### src/hdl/standby_pkg.sv
// constants and types for the standby power-mode controller
package standby_pkg;

	// ======================================================
	// clock and timing
	localparam int unsigned CLK_HZ             = 100_000_000;
	localparam int unsigned TICK_SECONDS       = 5;
	localparam int unsigned TICK_CYCLES        = CLK_HZ * TICK_SECONDS;
	localparam int unsigned SPIN_LIMIT_SECONDS = 20;
	localparam int unsigned SPIN_LIMIT_CYCLES  = CLK_HZ * SPIN_LIMIT_SECONDS;

	// ======================================================
	// register offsets (byte addresses)
	localparam logic [7:0] OFF_COMMAND = 8'h00;
	localparam logic [7:0] OFF_STATUS  = 8'h04;
	localparam logic [7:0] OFF_ERROR   = 8'h08;
	localparam logic [7:0] OFF_POWER   = 8'h0C;
	localparam logic [7:0] OFF_TIMER   = 8'h10;

	// command register fields
	localparam int OPCODE_LSB = 0;
	localparam int COUNT_LSB  = 8;

	// power register fields
	localparam int PWR_STATE_LSB = 0;
	localparam int PWR_RUN_BIT   = 4;
	localparam int PWR_ACT_BIT   = 5;
	localparam int PWR_CODE_LSB  = 8;

	// ======================================================
	// opcodes
	localparam logic [7:0] OP_STANDBY_A = 8'hE2;
	localparam logic [7:0] OP_STANDBY_B = 8'h96;
	localparam logic [7:0] OP_IMMED_A   = 8'hE0;
	localparam logic [7:0] OP_IMMED_B   = 8'h94;

	// ======================================================
	// status and error bit positions
	localparam int ST_BSY  = 7;
	localparam int ST_RDY  = 6;
	localparam int ST_DSC  = 4;
	localparam int ST_ERR  = 0;
	localparam int ERR_ABT = 2;

	// ======================================================
	// timeout codes, decoded into 5 s units
	localparam int UNITS_W = 13;
	localparam logic [7:0] CODE_SHORT_MAX = 8'hF0;
	localparam logic [7:0] CODE_LONG_MAX  = 8'hFB;
	localparam logic [7:0] CODE_8_HOURS   = 8'hFD;
	localparam logic [UNITS_W-1:0] UNITS_HALF_HOUR = 13'h0168;
	localparam logic [UNITS_W-1:0] UNITS_8_HOURS   = 13'h1680;

	// ======================================================
	// reset values
	localparam logic [7:0] TIMEOUT_CODE_RESET = 8'h00;

	typedef enum logic [1:0]
	{
		PS_IDLE      = 2'h0,
		PS_SPIN_DOWN = 2'h1,
		PS_STANDBY   = 2'h2,
		PS_SPIN_UP   = 2'h3
	} power_state_t;

endpackage : standby_pkg

### src/hdl/pin_sync.sv
// three-stage input synchroniser with agreement filter
module pin_sync
(
	input  wire logic clk,
	input  wire logic rst_n,
	input  wire logic d,
	output logic      q
);

	logic s1;
	logic s2;
	logic s3;

	always_ff @(posedge clk or negedge rst_n)
	begin
		if (!rst_n)
		begin
			s1 <= 1'b0;
			s2 <= 1'b0;
			s3 <= 1'b0;
		end
		else
		begin
			s1 <= d;
			s2 <= s1;
			s3 <= s2;
		end
	end

	// the output moves only once stages two and three agree
	always_ff @(posedge clk or negedge rst_n)
	begin
		if (!rst_n)
			q <= 1'b0;
		else if (s2 == s3)
			q <= s3;
	end

endmodule : pin_sync

### src/hdl/standby_ctrl.sv
// standby power-mode controller with auto power-down timer, APB slave
//
// How it works
// - standby command enters standby, loads timeout
// - standby keeps spindle stopped, interface alive
// - already stopped spindle skips spin-down
// - non-standby commands accepted in standby wait spin-up
// - timer counts only while idle
// - zero timeout disables the timer
// - codes 1-240 five seconds, 241-251 half-hours
// - codes 252 to 255 special intervals
// - timer expiry enters standby on its own
// - any host access reloads full interval
// - immediate standby enters standby the same way
// - immediate standby keeps the timeout code
module standby_ctrl
#(
	parameter int unsigned TICK_CYCLES       = standby_pkg::TICK_CYCLES,
	parameter int unsigned SPIN_LIMIT_CYCLES = standby_pkg::SPIN_LIMIT_CYCLES
)
(
	input  wire logic        pclk,
	input  wire logic        presetn,
	input  wire logic        psel,
	input  wire logic        penable,
	input  wire logic        pwrite,
	input  wire logic [7:0]  paddr,
	input  wire logic [31:0] pwdata,
	output logic [31:0]      prdata,
	output logic             pready,
	output logic             pslverr,
	input  wire logic        spindle_stopped,
	input  wire logic        spindle_at_speed,
	output logic             spindle_run,
	output logic             standby_mode,
	output logic             command_done
);

	// ======================================================
	// pin synchronisers
	logic stopped_s;
	logic at_speed_s;

	pin_sync stopped_sync
	(
		.clk   (pclk),
		.rst_n (presetn),
		.d     (spindle_stopped),
		.q     (stopped_s)
	);

	pin_sync speed_sync
	(
		.clk   (pclk),
		.rst_n (presetn),
		.d     (spindle_at_speed),
		.q     (at_speed_s)
	);

	// ======================================================
	// state
	standby_pkg::power_state_t state;
	standby_pkg::power_state_t next_state;

	logic                            busy;
	logic                            abort_flag;
	logic [7:0]                      timeout_code;
	logic [standby_pkg::UNITS_W-1:0] timeout_units;
	logic [standby_pkg::UNITS_W-1:0] remain;
	logic [31:0]                     prescale;
	logic [31:0]                     spin_wd;
	logic                            finish;
	logic                            fail;
	logic                            timer_active;
	logic                            timer_expired;
	logic                            wd_expired;

	// ======================================================
	// APB decode
	logic       apb_setup;
	logic       apb_access;
	logic       cmd_write;
	logic       cmd_accept;
	logic       cmd_refused;
	logic       addr_hit;
	logic [7:0] opcode;
	logic [7:0] count;
	logic       is_standby;
	logic       is_immed;
	logic       is_sleepy;

	assign apb_setup  = psel & ~penable;
	assign apb_access = psel & penable;
	assign cmd_write  = apb_access & pwrite
		& (paddr == standby_pkg::OFF_COMMAND);
	assign opcode     = pwdata[standby_pkg::OPCODE_LSB +: 8];
	assign count      = pwdata[standby_pkg::COUNT_LSB +: 8];

	assign is_standby = (opcode == standby_pkg::OP_STANDBY_A)
		| (opcode == standby_pkg::OP_STANDBY_B);
	assign is_immed   = (opcode == standby_pkg::OP_IMMED_A)
		| (opcode == standby_pkg::OP_IMMED_B);
	assign is_sleepy  = is_standby | is_immed;

	// a new command is taken only when none runs and the spindle is not
	// in the middle of an automatic spin-down or a spin-up
	assign cmd_accept  = cmd_write & ~busy
		& ((state == standby_pkg::PS_IDLE)
		| (state == standby_pkg::PS_STANDBY));
	assign cmd_refused = cmd_write & ~cmd_accept;

	always_comb
	begin
		case (paddr)
			standby_pkg::OFF_COMMAND,
			standby_pkg::OFF_STATUS,
			standby_pkg::OFF_ERROR,
			standby_pkg::OFF_POWER,
			standby_pkg::OFF_TIMER:
				addr_hit = 1'b1;
			default:
				addr_hit = 1'b0;
		endcase
	end

	// zero wait states; the error answer is valid with pready
	assign pready  = apb_access;
	assign pslverr = apb_access & (~addr_hit | cmd_refused);

	// ======================================================
	// timeout decode
	timeout_decode decoder
	(
		.code  (timeout_code),
		.units (timeout_units)
	);

	// ======================================================
	// power-mode state machine
	always_comb
	begin
		next_state = state;
		finish     = 1'b0;
		fail       = 1'b0;
		case (state)
			standby_pkg::PS_IDLE:
			begin
				if (cmd_accept && is_sleepy)
				begin
					// no spin-down sequence when already stopped
					if (stopped_s)
					begin
						next_state = standby_pkg::PS_STANDBY;
						finish     = 1'b1;
					end
					else
						next_state = standby_pkg::PS_SPIN_DOWN;
				end
				else if (cmd_accept)
					finish = 1'b1;
				// interval ran out without host access
				else if (timer_expired)
					next_state = standby_pkg::PS_SPIN_DOWN;
			end
			standby_pkg::PS_SPIN_DOWN:
			begin
				if (stopped_s)
				begin
					next_state = standby_pkg::PS_STANDBY;
					finish     = busy;
				end
				// spindle would not stop in time
				else if (wd_expired)
				begin
					next_state = standby_pkg::PS_IDLE;
					finish     = busy;
					fail       = busy;
				end
			end
			standby_pkg::PS_STANDBY:
			begin
				// other commands first bring the spindle back
				if (cmd_accept && is_sleepy)
					finish = 1'b1;
				else if (cmd_accept)
					next_state = standby_pkg::PS_SPIN_UP;
			end
			standby_pkg::PS_SPIN_UP:
			begin
				if (at_speed_s)
				begin
					next_state = standby_pkg::PS_IDLE;
					finish     = busy;
				end
			end
			default:
				next_state = standby_pkg::PS_IDLE;
		endcase
	end

	always_ff @(posedge pclk or negedge presetn)
	begin
		if (!presetn)
			state <= standby_pkg::PS_IDLE;
		else
			state <= next_state;
	end

	// spindle held stopped in spin-down and standby
	always_ff @(posedge pclk or negedge presetn)
	begin
		if (!presetn)
			spindle_run <= 1'b1;
		else
			spindle_run <= (next_state == standby_pkg::PS_IDLE)
				| (next_state == standby_pkg::PS_SPIN_UP);
	end

	always_ff @(posedge pclk or negedge presetn)
	begin
		if (!presetn)
			standby_mode <= 1'b0;
		else
			standby_mode <= (next_state == standby_pkg::PS_STANDBY);
	end

	// ======================================================
	// command busy and completion
	always_ff @(posedge pclk or negedge presetn)
	begin
		if (!presetn)
			busy <= 1'b0;
		else if (finish)
			busy <= 1'b0;
		else if (cmd_accept)
			busy <= 1'b1;
	end

	always_ff @(posedge pclk or negedge presetn)
	begin
		if (!presetn)
			command_done <= 1'b0;
		else
			command_done <= finish;
	end

	// abort flag set on failure, cleared by the next command
	always_ff @(posedge pclk or negedge presetn)
	begin
		if (!presetn)
			abort_flag <= 1'b0;
		else if (fail)
			abort_flag <= 1'b1;
		else if (cmd_accept)
			abort_flag <= 1'b0;
	end

	// ======================================================
	// timeout parameter
	always_ff @(posedge pclk or negedge presetn)
	begin
		if (!presetn)
			timeout_code <= standby_pkg::TIMEOUT_CODE_RESET;
		// only the standby opcodes load the code
		else if (cmd_accept && is_standby)
			timeout_code <= count;
	end

	// ======================================================
	// spin-down watchdog
	always_ff @(posedge pclk or negedge presetn)
	begin
		if (!presetn)
			spin_wd <= 32'h0000_0000;
		else if (state != standby_pkg::PS_SPIN_DOWN)
			spin_wd <= 32'h0000_0000;
		else if (!wd_expired)
			spin_wd <= spin_wd + 32'h0000_0001;
	end

	assign wd_expired = (spin_wd == 32'(SPIN_LIMIT_CYCLES - 1));

	// ======================================================
	// auto power-down timer
	// counts only in idle
	assign timer_active = (state == standby_pkg::PS_IDLE)
		& (timeout_units != '0);

	// host access in the same cycle wins over expiry
	assign timer_expired = timer_active & ~apb_access
		& (remain == standby_pkg::UNITS_W'(1))
		& (prescale == 32'(TICK_CYCLES - 1));

	always_ff @(posedge pclk or negedge presetn)
	begin
		if (!presetn)
		begin
			prescale <= 32'h0000_0000;
			remain   <= '0;
		end
		// any access reloads the full interval
		else if (apb_access || !timer_active)
		begin
			prescale <= 32'h0000_0000;
			remain   <= timeout_units;
		end
		else if (prescale == 32'(TICK_CYCLES - 1))
		begin
			prescale <= 32'h0000_0000;
			remain   <= remain - standby_pkg::UNITS_W'(1);
		end
		else
			prescale <= prescale + 32'h0000_0001;
	end

	// ======================================================
	// read data, loaded in the setup cycle
	logic [7:0]  status_flags;
	logic [7:0]  error_flags;
	logic [31:0] power_word;

	always_comb
	begin
		status_flags = 8'h00;
		status_flags[standby_pkg::ST_BSY] = busy;
		status_flags[standby_pkg::ST_RDY] = 1'b1;
		status_flags[standby_pkg::ST_DSC] = ~busy;
		// error bit follows the abort flag
		status_flags[standby_pkg::ST_ERR] = abort_flag;
		error_flags = 8'h00;
		error_flags[standby_pkg::ERR_ABT] = abort_flag;
		power_word = 32'h0000_0000;
		power_word[standby_pkg::PWR_STATE_LSB +: 2] = state;
		power_word[standby_pkg::PWR_RUN_BIT] = spindle_run;
		power_word[standby_pkg::PWR_ACT_BIT] = timer_active;
		power_word[standby_pkg::PWR_CODE_LSB +: 8] = timeout_code;
	end

	always_ff @(posedge pclk or negedge presetn)
	begin
		if (!presetn)
			prdata <= 32'h0000_0000;
		else if (apb_setup)
		begin
			case (paddr)
				standby_pkg::OFF_STATUS:
					prdata <= {24'h000000, status_flags};
				standby_pkg::OFF_ERROR:
					prdata <= {24'h000000, error_flags};
				standby_pkg::OFF_POWER:
					prdata <= power_word;
				standby_pkg::OFF_TIMER:
					prdata <= {19'h00000, remain};
				default:
					prdata <= 32'h0000_0000;
			endcase
		end
	end

endmodule : standby_ctrl

### src/hdl/timeout_decode.sv
// decodes the timeout code into a count of 5 s units
module timeout_decode
(
	input  wire logic [7:0]                     code,
	output logic [standby_pkg::UNITS_W-1:0]     units
);

	logic [standby_pkg::UNITS_W-1:0] half_hours;
	logic [standby_pkg::UNITS_W-1:0] wide_code;

	assign wide_code  = {5'h00, code};
	assign half_hours = standby_pkg::UNITS_W'(wide_code
		- standby_pkg::UNITS_W'(standby_pkg::CODE_SHORT_MAX));

	always_comb
	begin
		if (code <= standby_pkg::CODE_SHORT_MAX)
			units = wide_code;
		else if (code <= standby_pkg::CODE_LONG_MAX)
			units = standby_pkg::UNITS_W'(half_hours
				* standby_pkg::UNITS_HALF_HOUR);
		// special codes; 252, 254, 255 equal their own unit count
		else if (code == standby_pkg::CODE_8_HOURS)
			units = standby_pkg::UNITS_8_HOURS;
		else
			units = wide_code;
	end

endmodule : timeout_decode

### config.mk
export PLATFORM = sky130hd
export DESIGN_NAME = standby_ctrl
export DESIGN_NICKNAME = d
export VERILOG_FILES = /design/src/hdl/standby_pkg.sv /design/src/hdl/pin_sync.sv /design/src/hdl/standby_ctrl.sv /design/src/hdl/timeout_decode.sv
export SDC_FILE = /design/constraint.sdc
export NUM_CORES = 1
export LEC_CHECK = 0
export BUFFER_PORTS_ARGS = -buffer_cell sky130_fd_sc_hd__buf_2
export CAP_MARGIN = 20
export CORE_MARGIN = 2
export CORE_UTILIZATION = 46
export CTS_CLUSTER_DIAMETER = 60
export DETAILED_ROUTE_END_ITERATION = 6
export PLACE_DENSITY_LB_ADDON = 0.05
export SYNTH_ARGS = -nofsm -noshare
export SYNTH_HDL_FRONTEND = slang
export SYNTH_SLANG_ARGS = --single-unit
### constraint.sdc
create_clock -name pclk -period 8.95 [get_ports pclk]
set_clock_uncertainty 0.2 [all_clocks]
set_input_delay 0.4475 -clock pclk [delete_from_list [all_inputs] [get_ports pclk]]
set_output_delay 0.4475 -clock pclk [all_outputs]
set_load 0.005 [all_outputs]
== After elaboration in Yosys (flattened, before gate mapping) ==
Cells that the tools add are included.
W data, S select, Z words.

* Add/subtract/negate cells: 4
* Multipliers: 1
* Magnitude comparators: 2
* Equality and inequality tests: 21
* Mux-type cells: 35
* Bitwise operators: 23
* Reductions and logical operators: 12

{| class="wikitable"
|+ Operator list
! operator !! number
|-
| $mux W32 || 4
|-
| $mux W13 || 5
|-
| $add A32 B1 Y32 const B || 2
|-
| $pmux W16 S4 || 1
|-
| $eq A8 B8 Y1 const B || 5
|-
| $eq A32 B29 Y1 const B || 1
|-
| $eq A32 B31 Y1 const B || 1
|-
| $mux W2 || 9
|-
| $eq A8 B4 Y1 const B || 2
|-
| $le A8 B8 Y1 const B || 2
|-
| $mux W1 || 14
|-
| $eq A13 B1 Y1 const B || 1
|-
| $mul A13 B6 Y10 const B || 1
|-
| $reduce_bool A13 Y1 || 1
|-
| $sub A13 B1 Y13 const B || 1
|-
| $and A1 B1 Y1 || 12
|-
| $sub A8 B8 Y9 const B || 1
|-
| $eq A2 B2 Y1 const B || 4
|-
| $eq A8 B3 Y1 const B || 1
|-
| $eq A8 B5 Y1 const B || 1
|-
| $logic_not A8 Y1 || 1
|-
| $pmux W2 S4 || 1
|-
| $or A1 B1 Y1 || 6
|-
| $reduce_bool A2 Y1 || 3
|-
| other kinds (10) || 18
|}

* Bits in registers: 132
* Output and inout port bits: 37
* Word-level logic and storage cells: 117

== Logic depth before layout (Yosys ltp) ==
Gate-level depths: netlist (run 1).

* Word-level depth: 15
* Gate-level depth with buffers: 17
* Mapped depth without buffers: 17

== Modules after synthesis ==
From an unflattened synthesis (run 1), not the netlist that was laid out.

* Cells, all modules: 750
* Area total of the unflattened synthesis: 7019.2 um2

{| class="wikitable"
|+ Modules (own cells, without submodules)
! module !! instances !! cells each !! area an instance (um2)
|-
| standby_ctrl || 1 || 637 || 5943.2
|-
| timeout_decode || 1 || 103 || 853.3
|-
| pin_sync || 2 || 5 || 111.4
|}

== Least setup slack after synthesis (run 1) ==
No wires, ideal clock.

* Kind: reg2reg
* Start point: reg timeout_code[4]
* End point: reg remain[8] in the netlist's numbering
* Arrival time: 3.925 ns
* Required time: 8.625 ns
* Setup slack: 4.700 ns
* Cell stages (with the launch flop): 17
* Period minus slack after synthesis: 4.250 ns
* Path through: dfrtp_1 ha_1 xor2_1 ha_1 inv_1 fa_1 fa_1 inv_1 ha_1 a211oi_1 o21bai_1 a21o_1 a21o_1 a31oi_4 o21ai_2 buf_6 mux2_4

* Word-level cells in the longest chain between the ends: 9
* Elaborated cells between the ends (all ways): 14

{| class="wikitable"
|+ RTL lines
! element !! line !! source
|-
| start, declared || standby_ctrl.sv:67 || <nowiki>logic [7:0] timeout_code;</nowiki>
|-
| start signal, assigned || standby_ctrl.sv:263 || <nowiki>timeout_code <= standby_pkg::TIMEOUT_CODE_RESET;</nowiki>
|-
| start signal, assigned || standby_ctrl.sv:266 || <nowiki>timeout_code <= count;</nowiki>
|-
| $sub A8 B8 Y9 or $eq A8 B8 Y1 (tied branches) || timeout_decode.sv:13, timeout_decode.sv:23 ||
|-
| $mul A13 B6 Y10 or $mux W13 (tied branches) || timeout_decode.sv:21, timeout_decode.sv:23 ||
|-
| $mux W13 || timeout_decode.sv:19 || <nowiki>else if (code <= standby_pkg::CODE_LONG_MAX)</nowiki>
|-
| $mux W13 (*) || timeout_decode.sv:17 || <nowiki>if (code <= standby_pkg::CODE_SHORT_MAX)</nowiki>
|-
| $reduce_bool A13 Y1 || standby_ctrl.sv:287 || <nowiki>& (timeout_units != '0);</nowiki>
|-
| $and A1 B1 Y1 || standby_ctrl.sv:287 ||
|-
| $logic_not A1 Y1 || standby_ctrl.sv:302 || <nowiki>else if (apb_access || !timer_active)</nowiki>
|-
| $logic_or A1 B1 Y1 || standby_ctrl.sv:302 ||
|-
| $mux W13 or $reduce_bool A2 Y1 (tied branches) || -- ||
|-
| end signal, assigned || standby_ctrl.sv:305 || <nowiki>remain <= timeout_units;</nowiki>
|-
| end signal, assigned || standby_ctrl.sv:310 || <nowiki>remain <= remain - standby_pkg::UNITS_W'(1);</nowiki>
|-
| end, declared || standby_ctrl.sv:69 || <nowiki>logic [standby_pkg::UNITS_W-1:0] remain;</nowiki>
|}

Mark *: on every way between the ends. The rest lies on a longest branch, timed or not.
A chain may end at the register's enable or synchronous reset.

== Final worst setup path (run 1) ==
* Start point: reg timeout_code[4]
* End point: reg remain[4] in the netlist's numbering

The elaborated chain is that of the path after synthesis.

==> run summary, run 1 <==
Yosys warns: 0
Worst skew pair latency: 0.41 ns
GRT overflow: 0
Vias: 5,195
DIE HEIGHT: 125 um
Worst Path Arrival: 5.13 ns
Ant diodes: 0
Total setup buffers inserted after CTS: 0
Site Rows: 44
Syn Inst Count: 702
Slew Viols, Final: 0
Metal3 WL: 598 um
Number of port buffers: 51
Core Area: 14,400 um2
Post-route cell area: 7720 um2
Seq/Total Area, Yosys: 43.4%
Top sig layer: met4
Unrepaired setup endpoints after global routing: false
Area delta synth->final: 15.5%
CP endpoint kind: flip-flop
EDFF count, synth: 0
Max_cap viols: 0
Crit path launch type: flip-flop
Max clock buf depth: 2
DR vias/cell: 5.43
CP max-delay cell: o21ai_2
Smallest hold slack: 0.0645 ns
Most frequent CP cell: ha_1
Clock sink total: 116
Total die area: 15,500 um2
CTS Root Cell: clkbuf_16
Nets: 837
Critical-path cell list: ha_1 > xor2_1 > ha_1 > inv_1 > fa_1 > fa_1 > inv_1 > ha_1 > a211oi_1 > nor2_1 > xor2_1 > nor3_1 > o211ai_1 > o21ai_2 > mux2_2
GP Congestion: 0.889
Post-DR wirelength/cell: 15.2 um
Synth async-reset ratio: 100%
DR pass1 iterations: 6
Fill cells: 1,316
Critical path type: reg2reg
Yosys cell types: 61
Setup-failing EPs final: 0
Synthesized cell area: 6690 um2
Critical Path RT: 9.05 ns
TNS Setup: 0 ns
Mean Syn Cell Area: 9.52 um2
Die width: 125 um
WP buf/inv: 2
Initial antenna violation count: 0
Remaining DRCs: 0
Tcrit/Tclk final: 56.2%
Antenna viol nets, final: 0
CP max stage delay: 0.67 ns
Worst path top cell family by delay: adder cells
Min-Delay Path Class: in2reg
IO Count: 84
Max H-tree Level: 4
Fmax: 199 MHz
Initial drt markers: 442
Largest net degree at the start of global routing: 78
Num CTS Buffers: 17
Final WL: 14.5 mm
Seq cells post-synth: 116
Cell Area, Placed: 7060 um2
Reg clk slew, reported paths: 0.05 ns
Tot GR Track Use: 19.9%
CTS tree: done
PwrDens: 168 nW/um2
Synth Flop Type: dfrtp_1
Post_cts resized: 0
Routed length on met2: 6.84 mm
Worst VDD drop: 0.000119 V
Share of layout cells above drive strength 1: 13.5%
Met1 WL: 6.93 mm
First-pass GRT wire length: 25.2 mm
Final Hold Viols: 0
Vias in the first global route: 5,059
Leakage power: 3.52 nW
Worst-margin pin slew: 1.01 ns
Max_slew headroom: 32.5%
CP max FO: 11
Post-DP HPWL: 10.2 mm
Status: complete, no violations
Final min period: 5.03 ns
Initial Util: 46.5%
-- cell usage in the layout, fill, tap and decap left out, drive strengths merged, types with 6 or more instances in the layout --
master  instances
or3             8
o21ai          17
mux2           11
mux2i           9
nor3           18
buf            55
ha             22
nor4           12
nand2          58
xnor2          30
nor2          108
inv            31
and2            7
a221oi          7
nand2b          6
and4            9
nand3          35
dfrtp         115
nand4          16
conb           16
clkbuf         21
a21oi          18
xor2           51
and3           14
fa              8
-- logic make-up (layout without fill, tap and decap cells) --
| group | after synthesis | in the layout | share of synthesized area (%) |
|---|---|---|---|
| flip-flops | 116 | 116 | 43.4 |
| AO/OA/AOI/OAI | 70 | 70 | 7.02 |
| other | 1 | 16 | 0.0561 |
| adder cells (fa/ha/maj) | 32 | 32 | 6.81 |
| multiplexers | 20 | 20 | 3.31 |
| buffers and inverters | 65 | 121 | 4.75 |
| XOR/XNOR | 82 | 82 | 11.1 |
| AND/OR/NAND/NOR | 316 | 316 | 23.6 |
-- where the power goes --
part	internal (mW)	total (mW)	leakage (nW)	switching [mW]
Sequential	0.532	0.536	1.58	0.00441
Clock	0.480	0.723	0.299	0.243
Combinational	0.0145	0.0396	1.64	0.0251
Total	1.03	1.30	3.52	0.272
-- metrics by stage --
step | power, mW | util, % | setup WS, ns | cells
floorplan | 0.563 | - | 4.70 | 717
global placement | 0.584 | 49.1 | 3.96 | 921
detailed placement | 0.585 | 49.1 | 3.93 | 921
CTS | 1.32 | 53.7 | 3.90 | 956
global route | 1.34 | 53.8 | 3.60 | 957
finish | 1.30 | 53.8 | 3.92 | 957
-- synth_stat cells (2+ instances only) --
cell,instances,share of area (%)
a211oi_1,2,0.22
a21o_1,4,0.45
a21oi_1,18,1.3
a221oi_1,7,0.92
a222oi_1,2,0.30
a22o_1,2,0.26
a22oi_1,2,0.22
a31oi_1,3,0.28
and2_1,7,0.65
and3_1,14,1.3
and4_1,9,1.2
buf_2,5,0.37
buf_4,16,1.8
clkbuf_1,13,0.73
dfrtp_1,115,43
fa_1,8,2.4
ha_1,22,4.1
inv_1,30,1.7
maj3_1,2,0.30
mux2_2,9,1.5
mux2_4,2,0.45
mux2i_1,9,1.3
nand2_1,58,3.3
nand2b_1,6,0.56
nand3_1,35,2.6
nand3b_1,4,0.45
nand4_1,16,1.5
nor2_1,108,6.1
nor2b_1,4,0.37
nor3_1,18,1.3
nor4_1,11,1.0
nor4b_1,3,0.39
nor4bb_1,3,0.45
o211ai_1,4,0.45
o21ai_0,16,1.2
o22ai_1,2,0.19
or3_1,8,0.75
or4_1,4,0.45
xnor2_1,29,3.8
xor2_1,51,6.7
-- timing repair --
action | 4_1_cts | 5_1_grt
endpoints found under the hold margin | 41 | 0
hold buffers | 3 | 0
setup endpoints to repair | 0 | 0
-- flip-flops by register name, indices dropped and copies added (netlist names), 2 cells and up --
name and flops:
prescale 32, spin_wd 32, prdata 16, timeout_code 8, remain 13, state 2
-- routing by layer --
layer | vias to the layer above | global-route usage, %
met4 | 0 | 6.41
li1 | 2520 | -
met3 | 15 | 4.08
met5 | - | 0
met2 | 127 | 31.2
met1 | 2533 | 27.7
-- area by class of cell --
| class | instances | area [um2] | area share, % |
|---|---|---|---|
| sequential | 116 | 2900 | 37.6 |
| inverter | 30 | 113 | 1.46 |
| multi-input combinational | 536 | 3520 | 45.6 |
| clock inverter | 12 | 178 | 2.30 |
| timing repair buffer | 59 | 323 | 4.18 |
| clock buffer | 20 | 457 | 5.91 |
| tap | 184 | 230 | 2.98 |
-- path summary, 6_finish.rpt --
path | from | to | slack, ns | cells past startpoint
worst max-delay path | timeout_code[4] | remain[4] | 3.92 | 15
min in group asynchronous | presetn | timeout_code[3] | 0.36 | 2
worst min register to register | speed_sync.s1 | speed_sync.s2 | 0.14 | 0
worst max register to register | timeout_code[4] | remain[4] | 3.92 | 15
max in group asynchronous | presetn | spin_wd[20] | 6.84 | 3
worst min-delay path | pwdata[11] | timeout_code[3] | 0.06 | 2
(Power assumes the default switching activity.)
==> inputs of run 2 (changes only) <==
- ABC_AREA: unset -> 1
- clock period: 8.95 -> 4.7 ns (I/O delays scaled with it)
==> run summary, run 2 <==
CTS tree: done
Post-DP HPWL: 13.4 mm
Share of layout cells above drive strength 1: 13.2%
Seq cells post-synth: 116
Initial antenna violation count: 0
Finished Layout Cells: 1,315
Max clock buf depth: 2
Final core occ: 54.8%
Dominant cells by area after synthesis: dfrtp_1, nand2_1, inv_1
Yosys cell types: 52
First-pass GRT wire length: 30.4 mm
Area delta synth->final: 15.3%
Worst skew pair latency: 0.42 ns
Max_slew headroom: 48.8%
Synth top area share: 37.9%
Critical Path RT: 4.84 ns
Synth area leader: dfrtp_1
Status: complete, no violations
Final WL: 17.9 mm
Tcrit/Tclk final: 92.6%
Tot GR Track Use: 21.2%
Max_cap viols: 0
Die width: 133 um
CP endpoint kind: flip-flop
Num CTS Buffers: 17
DIE HEIGHT: 133 um
Ant diodes: 0
Clock sink total: 116
Syn Inst Count: 1,009
Highest-count cells in the layout ignoring fill and taps: nand2_1, inv_1, nor2_1
Dpl ws: 0.233 ns
Worst-margin pin slew: 0.762 ns
Cell with the most instances after synthesis: nand2_1
Initial Util: 47.5%
Site Rows: 46
CP max FO: 10
Yosys warns: 0
Critical path type: reg2reg
Fmax: 230 MHz
PwrDens: 283 nW/um2
Slew Viols, Final: 0
TNS Setup: 0 ns
Final setup margin: 0.347 ns
Synthesized cell area: 7600 um2
Synth Flop Type: dfrtp_1
GRT overflow: 0
Total die area: 17,600 um2
Core Area: 16,000 um2
Leakage power: 4.09 nW
Biggest regs: prescale x32, spin_wd x32, prdata x16
Number of port buffers: 51
Remaining DRCs: 0
EDFF count, synth: 0
Unrepaired setup endpoints after global routing: false
Placed cells: 1,269
Seq/Total Area, Yosys: 38.2%
IO Count: 84
Worst VDD drop: 0.000261 V
Antenna viol nets, final: 0
Mean Syn Cell Area: 7.53 um2
Max H-tree Level: 4
Post-DR wirelength/cell: 13.6 um
DR pass1 iterations: 5
Min-Delay Path Class: in2reg
DR vias/cell: 4.97
Vias: 6,537
Reg clk slew, reported paths: 0.05 ns
Crit path launch type: flip-flop
Vias in the first global route: 6,253
Nets: 1,163
Initial drt markers: 390
GP Congestion: 0.925
Worst Path Arrival: 4.50 ns
Synth async-reset ratio: 100%
Setup-failing EPs final: 0
CTS Root Cell: clkbuf_16
Commonest non-fill, non-tap cell in the layout: nand2_1
Final min period: 4.35 ns
Post-synth top cells: nand2_1, inv_1, nor2_1
Final Hold Viols: 0
Largest net degree at the start of global routing: 78
run 2: changes by cell type after synthesis, moves of 12 or more:
cell and delta:
and3_1 -14, nor2_2 +12, inv_1 +129, nand2_1 +157, nand3_1 +13, nand4_1 +23, xnor2_1 -22, nor2_1 +20
nor3_1 +29
run 2: report_power, final:
part | internal (mW) | switching, mW | total (mW)
Clock | 0.735 | 0.452 | 1.19
Sequential | 1.03 | 0.0208 | 1.05
Combinational | 0.0753 | 0.164 | 0.239
run 2: metrics by stage:
step,cell area [um2],hold WS (ns),power (mW)
5_1_grt,8770,0.0801,2.58
6_report,8770,0.0344,2.48
4_1_cts,8710,0.0273,2.50
3_5_place_dp,8050,0.146,1.29
3_3_place_gp,8050,0.132,1.29
2_1_floorplan,7660,-0.261,1.20
run 2: logic make-up after synthesis:
kind of cell / share of synthesized area, %
buffers and inverters: 11.2
muxes: 1.19
DFF: 38.2
xor gates and xnor gates: 6.34
AOI/OAI and AO/OA: 4.36
other: 0.0493
and+or+nand+nor: 32.7
adders and majority gates: 5.99
run 2: worst paths after layout:
| path | slack (ns) | to | depth (start not counted) | from |
|---|---|---|---|---|
| worst min register to register | 0.16 | stopped_sync.s2 | 0 | stopped_sync.s1 |
| worst max-delay path | 0.35 | spindle_run | 24 | timeout_code[5] |
| max in group asynchronous | 3.03 | spindle_run | 4 | presetn |
| min in group asynchronous | 0.11 | prescale[27] | 2 | presetn |
| worst max register to register | 0.35 | spindle_run | 24 | timeout_code[5] |
| worst min-delay path | 0.03 | prdata[10] | 4 | penable |
run 2: cell type report:
cell class	count	area [um2]
Timing Repair Buffer	74	477
Inverter	168	637
Multi-Input combinational cell	709	3940
Clock buffer	22	454
Sequential cell	116	2900
Clock inverter	10	86.3
Tap cell	216	270
Fill cell	1592	7230
run 2: what timing repair did:
action                     in CTS  in global routing
gates resized for setup         0                  4
hold buffers                   12                  0
setup endpoints to repair       0                 36
setup buffers                   0                  0
hold endpoints to repair       87                  0
run 2: critical path, cell delays in order (launching register included):
cell	delay, ns
dfrtp_1	0.38
buf_4	0.15
nand3_2	0.10
nand2_1	0.06
nand2_1	0.08
inv_1	0.05
ha_1	0.26
inv_1	0.04
fa_1	0.47
fa_1	0.54
inv_1	0.07
ha_4	0.26
a21oi_1	0.15
nand2_1	0.07
or2_2	0.27
nand3_1	0.09
nand2_1	0.06
nor2_1	0.09
nand2_1	0.06
nor2_2	0.12
nand2_4	0.13
nand4_1	0.12
nand2_1	0.08
nand2_1	0.11
ha_1	0.24
run 2: layer usage:
metal | GRT usage (%) | wire length, um
met3 | 4.37 | 747
met4 | 5.73 | 162
met2 | 32.6 | 7910
met5 | 0 | 0
met1 | 30.6 | 9110
==> inputs of run 3 (changes only) <==
- CORE_UTILIZATION: 46 -> 48
==> run summary, run 3 (synthesis results as in run 2) <==
Status: complete, no violations
Area delta synth->final: 16.4%
Share of layout cells above drive strength 1: 13.6%
Critical Path RT: 4.84 ns
DR pass1 iterations: 5
Reg2reg end: spindle_run
Worst path top cell family by delay: adder cells
Critical path type: reg2reg
Initial Util: 48.6%
Ant diodes: 0
Finished Layout Cells: 1,317
Initial drt markers: 527
Biggest regs: prescale x32, spin_wd x32, prdata x16
Final Hold Viols: 0
WP buf/inv: 3
Max H-tree Level: 4
Remaining DRCs: 0
Tcrit/Tclk final: 92.7%
Worst hold stages: 4
Reg2Reg Depth: 23
Placed cells: 1,267
Leakage power: 4.12 nW
Worst VDD drop: 0.000270 V
Worst-margin pin slew: 0.919 ns
CP max stage delay: 0.54 ns
Worst flop-to-flop path startpoint: timeout_code[5]
Min-delay src: penable
Post-DR wirelength/cell: 13.8 um
Fmax: 229 MHz
Initial antenna violation count: 0
Core Area: 15,700 um2
Worst skew pair latency: 0.42 ns
Crit path launch type: flip-flop
Worst reg2reg setup slack: 0.34 ns
CTS tree: done
Vias in the first global route: 6,096
CP max-delay cell: fa_1
DR vias/cell: 4.93
Die width: 130 um
Cell Area, Placed: 8030 um2
Final min period: 4.36 ns
PwrDens: 297 nW/um2
Num CTS Buffers: 17
GP Congestion: 0.917
GRT overflow: 0
Largest net degree at the start of global routing: 74
Worst Path Arrival: 4.49 ns
Hold Path Sink: prdata[5]
CP max FO: 10
Max_slew headroom: 38.7%
TNS Setup: 0 ns
DIE HEIGHT: 130 um
Site Rows: 46
CTS Root Cell: clkbuf_16
Unrepaired setup endpoints after global routing: false
Number of port buffers: 51
Nets: 1,165
Antenna viol nets, final: 0
IO Count: 84
CP endpoint kind: flip-flop
Max clock buf depth: 2
Max_cap viols: 0
Min-Delay Path Class: in2reg
Vias: 6,487
Most frequent CP cell: nand2_1
Highest-count cells in the layout ignoring fill and taps: nand2_1, inv_1, nor2_1
Fill cells: 1,506
Tot GR Track Use: 22.4%
Total die area: 16,900 um2
Post-route cell area: 8850 um2
Critical-path cell list: ha_1 > nand2_2 > clkinv_2 > nor2_2 > ha_1 > inv_1 > fa_1 > fa_1 > inv_1 > ha_4 > nand3_1 > nand2_1 > or2_2 > nand3_1 > nand2_1 > nor2_1 > nand2_1 > nor2_2 > nand2_4 > nand4_1 > nand2_1 > nand2_1 > ha_1
First-pass GRT wire length: 30.0 mm
Slew Viols, Final: 0
Final WL: 18.1 mm
Commonest non-fill, non-tap cell in the layout: nand2_1
Reg clk slew, reported paths: 0.06 ns
Clock sink total: 116
Post-DP HPWL: 13.3 mm
Setup-failing EPs final: 0
==> run 3: cell count changes in the layout (fill, tap and decap cells not counted), moves of 2 or more <==
cell	before	now
buf_4	10	14
bufinv_16	1	3
clkbuf_8	1	4
clkinv_2	6	2
==> run 3: worst register-to-register path, cell delays in order (launching register included) <==
cell and delay [ns]:
dfrtp_1 0.42, ha_1 0.23, nand2_2 0.10, clkinv_2 0.07, nor2_2 0.12, ha_1 0.27, inv_1 0.08, fa_1 0.43
fa_1 0.54, inv_1 0.06, ha_4 0.26, nand3_1 0.08, nand2_1 0.06, or2_2 0.27, nand3_1 0.08, nand2_1 0.06
nor2_1 0.10, nand2_1 0.07, nor2_2 0.12, nand2_4 0.13, nand4_1 0.13, nand2_1 0.07, nand2_1 0.10, ha_1 0.25
==> run 3: how the worst max path moves through the flow <==
stage          cells past startpoint     endpoint            start
2_1_floorplan                     24    remain[9]  timeout_code[4]
3_3_place_gp                      23  prescale[4]  timeout_code[5]
3_5_place_dp                      24  prescale[4]  timeout_code[5]
4_1_cts                           24  prescale[4]  timeout_code[5]
5_1_grt                           24  spindle_run  timeout_code[5]
6_report                          23  spindle_run  timeout_code[5]
==> run 3: what timing repair did <==
| item | 4_1_cts | 5_1_grt |
|---|---|---|
| endpoints found under the hold margin | 82 | 0 |
| endpoints found under the setup margin | 0 | 47 |
| hold buffers | 12 | 0 |
| setup buffers | 0 | 5 |
| resized for setup | 0 | 5 |
==> run 3: through the flow <==
stage               hold slack (ns)  power, mW  utilization [%]  worst slack [ns]
floorplan                    -0.261       1.20                -             0.539
global placement              0.141       1.29             51.3             0.128
finish                       0.0514       2.63             56.5             0.341
CTS                          0.0348       2.66             56.0            0.0660
global route                 0.0849       2.74             56.5            0.0696
detailed placement            0.138       1.29             51.3            0.0913
==> run 3: area by class of cell <==
class                           instances  area [um2]  share of cell area (%)
Clock buffer                           24         492                    5.56
Multi-Input combinational cell        709        3940                    44.6
Clock inverter                          8         125                    1.41
Tap cell                              216         270                    3.05
Timing Repair Buffer                   76         475                    5.37
Inverter                              168         637                    7.20
Sequential cell                       116        2910                    32.8
==> run 3: power by group <==
part / internal, mW / switching, mW
combinational: 0.0757 / 0.160
clock: 0.888 / 0.452
sequential: 1.03 / 0.0208
total: 2.00 / 0.633
==> run 3: per-layer routing <==
layer	wire [um]	global-route usage [%]	part of all wire, %
met5	0	0	0
met4	206	6.33	1.1
met3	744	4.63	4.1
met2	8000	33.8	44
met1	9180	32.8	51
